<file path="config.mk">
export PLATFORM = sky130hd
export DESIGN_NAME = indexed_offset_decode
export DESIGN_NICKNAME = d
export VERILOG_FILES = /design/src/idx_pkg.sv /design/src/indexed_offset_decode.sv /design/src/idx_alu.sv
export SDC_FILE = /design/constraint.sdc
export NUM_CORES = 1
export LEC_CHECK = 0
export BUFFER_PORTS_ARGS = -buffer_cell sky130_fd_sc_hd__buf_2
export CORE_MARGIN = 10
export CORE_UTILIZATION = 40
export DETAILED_ROUTE_END_ITERATION = 12
export PLACE_DENSITY = 0.72
export SYNTH_ARGS = -nofsm -noshare
export SYNTH_HDL_FRONTEND = slang
export SYNTH_SLANG_ARGS = --single-unit
</file>
<file path="constraint.sdc">
create_clock -name ref_clk -period 1.3 [get_ports ref_clk]
set_input_delay 0 -clock ref_clk [delete_from_list [all_inputs] [get_ports ref_clk]]
set_output_delay 0 -clock ref_clk [all_outputs]
set_load 0.01 [all_outputs]
</file>
<file path="src/idx_pkg.sv">
// package: encodings, widths and constants for the indexed offset decoder
package idx_pkg;
   localparam int unsigned DATA_W    = 8;
   localparam int unsigned ADDR_W    = 12;
   localparam int unsigned OP_W      = 16;
   localparam logic [7:0]  OFFS_MAX  = 8'h5F;
   localparam logic [7:0]  ALL_ONES  = 8'hFF;
   // opcode fields
   localparam logic [5:0]  ADD_TOP   = 6'h09;   // 0010 01
   localparam logic [3:0]  BSET_TOP  = 4'h8;    // 1000
   localparam logic [7:0]  SETA_TOP  = 8'h68;   // 0110 1000
   localparam int unsigned D_BIT     = 9;
   localparam int unsigned A_BIT     = 8;
   localparam int unsigned BSEL_LSB  = 9;
   // status flag bit positions
   localparam int unsigned FL_C  = 0;
   localparam int unsigned FL_DC = 1;
   localparam int unsigned FL_Z  = 2;
   localparam int unsigned FL_OV = 3;
   localparam int unsigned FL_N  = 4;

   typedef enum logic [1:0] {OP_NONE, OP_ADD, OP_BSET, OP_SETA} op_kind_t;

   typedef struct packed {
      op_kind_t          kind;
      logic              to_mem;
      logic [2:0]        bsel;
      logic [ADDR_W-1:0] addr;
   } dec_t;

   typedef struct packed {
      logic              wr;
      logic [ADDR_W-1:0] addr;
      logic [DATA_W-1:0] data;
   } mem_wr_t;
endpackage

</file>
<file path="src/indexed_offset_decode.sv">
// decode and execute of indexed literal offset byte and bit instructions
`timescale 1ns/10ps
module indexed_offset_decode #(
   parameter int unsigned DW = idx_pkg::DATA_W,
   parameter int unsigned AW = idx_pkg::ADDR_W
) (
   // clock and reset
   input  wire logic                       ref_clk,
   input  wire logic                       reset_n,
   // configuration
   input  wire logic                       extended_set_config_bit,
   // instruction fetch
   input  wire logic                       instr_valid,
   input  wire logic [idx_pkg::OP_W-1:0]   instr_word,
   // core state
   input  wire logic [AW-1:0]              indirect_pointer_two,
   input  wire logic [DW-1:0]              w_in,
   // data memory read port (same cycle)
   output logic      [AW-1:0]              rd_addr,
   input  wire logic [DW-1:0]              rd_data,
   // results
   output idx_pkg::mem_wr_t                mem_wr,
   output logic                            w_wr,
   output logic      [DW-1:0]              w_out,
   output logic                            flags_wr,
   output logic      [4:0]                 flags_out,
   output logic                            handled
);
   // ==========================================
   // decode
   idx_pkg::dec_t dec;
   logic          indexed;
   logic [7:0]    k;

   always_comb begin
      k       = instr_word[7:0];
      // the a bit must be clear and the operand in the low window
      indexed = extended_set_config_bit && !instr_word[idx_pkg::A_BIT]
                && (k <= idx_pkg::OFFS_MAX);
      dec        = '0;
      dec.addr   = indirect_pointer_two + AW'(k);
      dec.to_mem = instr_word[idx_pkg::D_BIT];
      dec.bsel   = instr_word[idx_pkg::BSEL_LSB +: 3];
      if (instr_valid && indexed) begin
         if (instr_word[15:10] == idx_pkg::ADD_TOP)
            dec.kind = idx_pkg::OP_ADD;
         else if (instr_word[15:12] == idx_pkg::BSET_TOP)
            dec.kind = idx_pkg::OP_BSET;
         else if (instr_word[15:8] == idx_pkg::SETA_TOP)
            dec.kind = idx_pkg::OP_SETA;
      end
   end

   assign rd_addr = dec.addr;

   // ==========================================
   // execute
   logic [DW-1:0] sum;
   logic [4:0]    add_flags;

   idx_alu #(.W(DW)) u_alu (
      .a     (w_in),
      .b     (rd_data),
      .sum   (sum),
      .flags (add_flags)
   );

   // results registered; one instruction per cycle
   always_ff @(posedge ref_clk or negedge reset_n) begin
      if (!reset_n) begin
         mem_wr    <= '0;
         w_wr      <= 1'b0;
         w_out     <= '0;
         flags_wr  <= 1'b0;
         flags_out <= '0;
         handled   <= 1'b0;
      end else begin
         mem_wr.wr   <= 1'b0;
         mem_wr.addr <= dec.addr;
         w_wr        <= 1'b0;
         flags_wr    <= 1'b0;
         handled     <= (dec.kind != idx_pkg::OP_NONE);
         unique case (dec.kind)
            idx_pkg::OP_ADD: begin
               flags_wr  <= 1'b1;
               flags_out <= add_flags;
               if (dec.to_mem) begin
                  mem_wr.wr   <= 1'b1;
                  mem_wr.data <= sum;
               end else begin
                  w_wr  <= 1'b1;
                  w_out <= sum;
               end
            end
            idx_pkg::OP_BSET: begin
               mem_wr.wr   <= 1'b1;
               mem_wr.data <= rd_data | (DW'(1) << dec.bsel);
            end
            idx_pkg::OP_SETA: begin
               mem_wr.wr   <= 1'b1;
               mem_wr.data <= idx_pkg::ALL_ONES;
            end
            idx_pkg::OP_NONE: begin
            end
         endcase
      end
   end
endmodule // indexed_offset_decode

</file>
<file path="src/idx_alu.sv">
// add unit with status flag generation
`timescale 1ns/10ps
module idx_alu #(
   parameter int unsigned W = 8
) (
   // operands
   input  wire logic [W-1:0] a,
   input  wire logic [W-1:0] b,
   // results
   output logic      [W-1:0] sum,
   output logic      [4:0]   flags
);
   logic [W:0]   wide;
   logic [4:0]   low_nib;

   always_comb begin
      wide    = {1'b0, a} + {1'b0, b};
      low_nib = {1'b0, a[3:0]} + {1'b0, b[3:0]};
      sum     = wide[W-1:0];
      flags   = '0;
      flags[idx_pkg::FL_C]  = wide[W];
      flags[idx_pkg::FL_DC] = low_nib[4];
      flags[idx_pkg::FL_Z]  = (wide[W-1:0] == '0);
      flags[idx_pkg::FL_OV] = (a[W-1] == b[W-1]) && (wide[W-1] != a[W-1]);
      flags[idx_pkg::FL_N]  = wide[W-1];
   end
endmodule // idx_alu

</file>
; Word level (Yosys, flattened, before mapping)
; Index checks and enable logic that the tools add are counted.
[word_totals]
reg_bits = 37
in_bits = 48
out_inout_bits = 49
elab_cells = 46
[classes]
n_addsub = 3
magnitude_cmp = 1
n_eq_ne = 9
n_shift = 1
muxes = 11
bitwise_logic = 2
n_reduce_logical = 11
[ops]
columns = op, n
row1 = 8-bit one-hot mux with 3 select lines, 1
row2 = 12-bit by 8-bit adder with 12-bit output, 1
row3 = 8-bit by 8-bit adder with 9-bit output, 1
row4 = 8-bit by 7-bit == test with 1-bit output (second input constant), 1
row5 = 8-bit by 7-bit less-or-equal comparator with 1-bit output (second input constant), 1
row6 = 8-bit logical NOT, 1
row7 = 2-bit 2-to-1 mux, 4
row8 = 8-bit 2-to-1 mux, 1
row9 = 8-bit bitwise OR, 1
row10 = 1-bit by 3-bit left shift with 8-bit output (first input constant), 1
row11 = 6-bit by 4-bit == test with 1-bit output (second input constant), 1
row12 = 4-bit by 4-bit adder with 5-bit output, 1
row13 = 2-bit == test (second input constant), 2
row14 = 4-bit == test (second input constant), 1
row15 = 1-bit logical AND, 4
row16 = 1-bit 2-to-1 mux, 4
row17 = 2-bit AND reduction, 2
row18 = 3-bit nonzero test, 1
row19 = 2-bit by 1-bit == test with 1-bit output (second input constant), 1
row20 = 2-bit inequality test (second input constant), 1
row21 = 1-bit one-hot mux with 2 select lines, 1
row22 = 2-bit nonzero test, 1
row23 = 2-bit OR reduction, 1
row24 = 1-bit == test, 1
row25 = other kinds (3), 3

; Longest topological paths before layout
[logic_depth]
word_depth = 8
mapped_depth = 8
mapped_depth_nobuf = 8

; Hierarchy
; From an unflattened synthesis, not the netlist that was laid out.
[unflattened]
hier_cells = 206
area_unflattened_um2 = 2274.7
[modules_own_cells]
columns = mod, instances, cells_each, area_each_um2, seq_area_each_um2
row1 = indexed_offset_decode, 1, 153, 1860.5, 925.9
row2 = idx_alu, 1, 53, 414.1, 0.0

; Worst setup path after synthesis
; OpenSTA, ideal clock, no wires.
[synth_path]
path_type = input -> register
from = in w_in[0]
to = reg flags_out[2]
setup_time_ps = 68
arrival_ps = 1628
required_ps = 1232
path_slack_ps = -396
path_stages = 8
path_buffers = 0
cell_sequence = ha_1 -> inv_1 -> fa_1 -> nor2b_1 -> o21ai_1 -> or3b_2 -> a2111oi_2 -> a32o_1
[synth_between]
elab_chain_cells = 2
[synth_lines]
columns = item, line
row1 = from (decl), indexed_offset_decode.sv:17  ; input wire logic [DW-1:0] w_in,
row2 = 8-bit by 8-bit adder with 9-bit output, idx_alu.sv:17  ; wide = {1'b0, a} + {1'b0, b};
row3 = 8-bit logical NOT, idx_alu.sv:23  ; flags[idx_pkg::FL_Z] = (wide[W-1:0] == '0);
row4 = to (signal assigned), indexed_offset_decode.sv:86  ; flags_out <= add_flags;
row5 = to (decl), indexed_offset_decode.sv:26  ; output logic [4:0] flags_out,
; No other way between the ends.
; A chain may end at the register's enable or synchronous reset.

; Final worst setup path
[layout_path]
from = in indirect_pointer_two[1]
to = out rd_addr[7]
[layout_between]
elab_chain_cells = 1
[layout_lines]
columns = item, line
row1 = from (decl), indexed_offset_decode.sv:16  ; input wire logic [AW-1:0] indirect_pointer_two,
row2 = 12-bit by 8-bit adder with 12-bit output, indexed_offset_decode.sv:41  ; dec.addr = indirect_pointer_two + AW'(k);
row3 = to (decl), indexed_offset_decode.sv:19  ; output logic [AW-1:0] rd_addr,
; No other way between the ends.

==> flow_summary_export.csv <==
group,metric,value,unit
global_routing,globalRouteOverflowTotal,0,
synth,mappedNetlistArea,2282,um2
synth,synth_async_sr_flop_share,1.000,
detailed_routing,drt_pass1_iterations,4,
clock_tree,clk_root_buffer_cell,"clkbuf_8",
placement,placed_area,3538,um2
sta,timing.clock.skew,0,ns
power,p_switching,1177,uW
detailed_routing,remaining_drc_errors,0,
floorplanning,io_pins,97,
sta,min_period,1.464,ns
worst_setup_path,timing.reg2reg.setup_slack,0.58,ns
clock_tree,cts.reportedPaths.clkPinSlew,0.08,ns
power,ir_worst_vdd,0.7182,mV
worst_setup_path,timing.rr.start,"flags_out[2]",
sta,fmaxAchievable,0.6829,GHz
placement,dp_worst_setup_slack,-0.4656,ns
worst_setup_path,ws_path_type,"in -> out",
worst_setup_path,critical_path.cell_chain,"buf_8 > ha_4 > a21oi_4 > o21ai_2 > o41a_1 > a21oi_2 > xnor2_2 > buf_2",
synth,synth-seq-area-share,0.4057,
detailed_routing,wl,8400,um
detailed_routing,vias_after_detailed_routing,2539,
cells_and_area,area_delta_synth_final,80.04,%
clock_tree,clk-insertion-delay-late,0.29,ns
worst_setup_path,worst-r2r-cell-count,1,
clock_tree,numClockSinks,37,
worst_setup_path,buf_inv_on_cp,2,
sta,worst_slew_margin_rel,0.7164,
power,p_sw_frac,0.3003,
detailed_routing,route.detailed.wl_per_inst,17.28,um
worst_hold_path,hold_path.class,"in -> reg",
synth,syn_nets,306,
worst_setup_path,setup.worst_path.end_class,"output port",
synth,synth_cell_type_count,54,
worst_setup_path,timing.critical_path.from_type,"input port",
sta,postLayoutSetupSlackWorst,-0.1644,ns
sta,unrepaired_setup_endpoints_after_global_routing,"true",
run_status,failed_checks,"negative setup slack",
power,comb_power_share,0.365,
worst_setup_path,critical_path.reg2reg.endpoint,"flags_out[2]",
global_routing,antenna_found_initial,0,
power,p_seq_frac,0.327,
worst_setup_path,crit_path_max_fanout,3,
synth,synth_edf_count,0,
worst_setup_path,crit_family,"compound AO/OA/AOI/OAI gates",
floorplanning,initial_utilization,0.4145,
detailed_routing,ant_nets_after_route,0,
clock_tree,cts_tree,"yes",
synth,synth-warning-count,0,
worst_setup_path,worst_ep_arrival_time,1.46,ns
synth,synth_seq_cells,37,
worst_setup_path,timing.critical_path.depth,8,
flow_run,max-cap-violations,0,
worst_setup_path,worst_path_max_stage_delay,0.39,ns
power,pwr-share-clk,0.308,
synth,post_synth.cell_area_avg,9.509,um2
placement,gp_congestion,0.8823,
power,internal_power,2742,uW
cells_and_area,drive_gt1_frac,0.6111,
sta,finalCritPeriodShare,1.126,
global_routing,grt_first_pass_wirelength,12830,um
worst_setup_path,critical-path-slowest-cell,"o41a_1",
run_status,outcome,"complete, but fails checks",
floorplanning,floorplan.die.height,95.54,um
detailed_routing,via_to_cell_ratio,5.224,
floorplanning,die_w,95.54,um
placement,detailedPlacementHpwl,6396,um
sta,hold_violations,0,
sta,tightest_slew,0.4249,ns
floorplanning,core_area,5507,um2
worst_setup_path,setup.worst_path.end,"rd_addr[7]",
cells_and_area,post_route_core_utilization,0.7462,
sta,setup_viol_count_final,8,
clock_tree,numCtsBuffers,5,
synth,postSynth.topFlopCell,"dfrtp_1",
power,power-per-cell-area,953.8,nW/um2
cells_and_area,fillerInstances,366,
cells_and_area,design_area,4109,um2
global_routing,grt_start_max_net_pins,18,
sta,drv_slew,0,
clock_tree,max-clock-path-buffers,2,
synth,postSynthCellCount,240,
global_routing,track_usage,0.1766,
floorplanning,die_area,9127,um2
worst_setup_path,critPathRequiredTime,1.30,ns
placement,port-buffer-count,96,
cells_and_area,antennaDiodeCount,0,
cells_and_area,final_net_count,479,
clock_tree,clock_tree.htree_level_count,2,
sta,hold_slack,0.0006379,ns
cells_and_area,seq_area,925.9,um2
power,cellLeakagePower,0.002029,uW
cells_and_area,total_area_of_multi_input_combinational_cells,1742,um2
worst_setup_path,crit_path_start,"indirect_pointer_two[1]",
detailed_routing,drt_first_iter_violations,95,
floorplanning,std_cell_rows,27,
global_routing,first_global_vias,2742,
[registers in the layout (all words and copies together), names as in the netlist]
name / cells
flags_wr: 1
flags_out: 5
w_out: 8
handled: 1
mem_wr: 21
w_wr: 1
[cell type report]
class                   instances  share of cell area
clock buffers                   5             0.01675
clock inverters                 3             0.01583
inverters                      11             0.01005
multi-input cells             186              0.4239
flip-flops and latches         37              0.2253
well taps                      72             0.02192
repair buffers                172              0.2862
[layer usage]
metal	vias up	wire length, um	global-route usage
li1	1211	-	-
met1	1218	3270	0.1878
met2	95	4250	0.3205
met3	15	710	0.06127
met4	0	169	0.05283
met5	-	0	0
[metrics by stage]
stage | instances | total power [uW] | TNS, ns
5_1_grt | 486 | 4094 | -1.583
6_report | 486 | 3919 | -0.8131
3_3_place_gp | 466 | 2490 | -8.576
4_1_cts | 485 | 3798 | -0.8573
3_5_place_dp | 466 | 2516 | -9.009
2_1_floorplan | 240 | 1909 | -1.402
[synthesized netlist by cell type (3+ instances only)]
master,count,area (um2)
and2_1,3,18.77
nand3_1,7,35.03
nor2b_1,3,18.77
nand2_1,40,150.1
buf_2,3,15.01
o21a_1,4,30.03
o31ai_1,3,22.52
or2_2,3,18.77
and3_1,4,25.02
xor2_1,7,61.31
o211ai_1,3,22.52
o21ai_0,9,45.04
o21ai_1,6,30.03
o32ai_1,5,43.79
nor3_1,7,35.03
a21o_1,3,22.52
ha_1,16,200.2
nand2b_1,3,18.77
nor2_1,7,26.28
xnor2_1,6,52.55
dfrtp_1,37,925.9
inv_1,11,41.29
a21oi_1,11,55.05
[power by group through the flow]
stage | Combinational [uW] | Clock, uW | Sequential (uW)
detailed placement | 1220 | 0 | 1300
CTS | 1300 | 1220 | 1280
global route | 1550 | 1260 | 1290
global placement | 1190 | 0 | 1300
floorplan | 557 | 0 | 1350
finish | 1430 | 1210 | 1280
[worst min-delay path by stage]
stage	from	end	slack [ns]	depth (start not counted)
floorplan	reset_n	flags_out[0]	-0.30	0
global placement	reset_n	mem_wr[4]	-0.05	1
detailed placement	reset_n	mem_wr[4]	-0.05	1
CTS	indirect_pointer_two[8]	mem_wr[16]	-0.0009	2
global route	indirect_pointer_two[8]	mem_wr[16]	0.02	2
finish	indirect_pointer_two[8]	mem_wr[16]	0.0006	2
[cells in the final DEF (no fill, tap or decap), types with 3 or more instances in the layout]
cell           count
o32ai_2            4
o31ai_4            3
inv_1              8
o21a_1             4
and3_1             4
clkbuf_8           5
nand3_1            5
xnor2_2            3
xnor2_1            3
dlygate4sd3_1      3
dfrtp_1           37
o211ai_1           3
nand2_1           33
or3b_4             3
nand2b_1           3
o21ai_0            5
xor2_1             5
nor2_1             5
nor3_1             5
o21ai_2            4
nand2_2            6
a21o_1             3
buf_6             12
buf_2             81
o21ai_1            6
a21oi_2            8
buf_8              3
ha_4              11
ha_1               5
buf_4             72
inv_2              3
[cell families after synthesis]
group	Yosys count	synth area share
flip-flops	37	0.4057
buffers and inverters	17	0.03289
multiplexers	1	0.004934
AO/OA/AOI/OAI	62	0.1957
adder cells (fa/ha/maj)	18	0.1053
XOR/XNOR	13	0.04989
AND/OR/NAND/NOR	92	0.2056
[what timing repair did]
| item | CTS | global route |
|---|---|---|
| cloned | 1 | 0 |
| hold endpoints to repair | 37 | 0 |
| endpoints found under the setup margin | 16 | 27 |
| buffers inserted | 7 | 1 |
| hold buffers | 3 | 0 |
| pin swaps | 24 | 23 |
| resized for setup | 20 | 56 |
(Power assumes the default switching activity.)
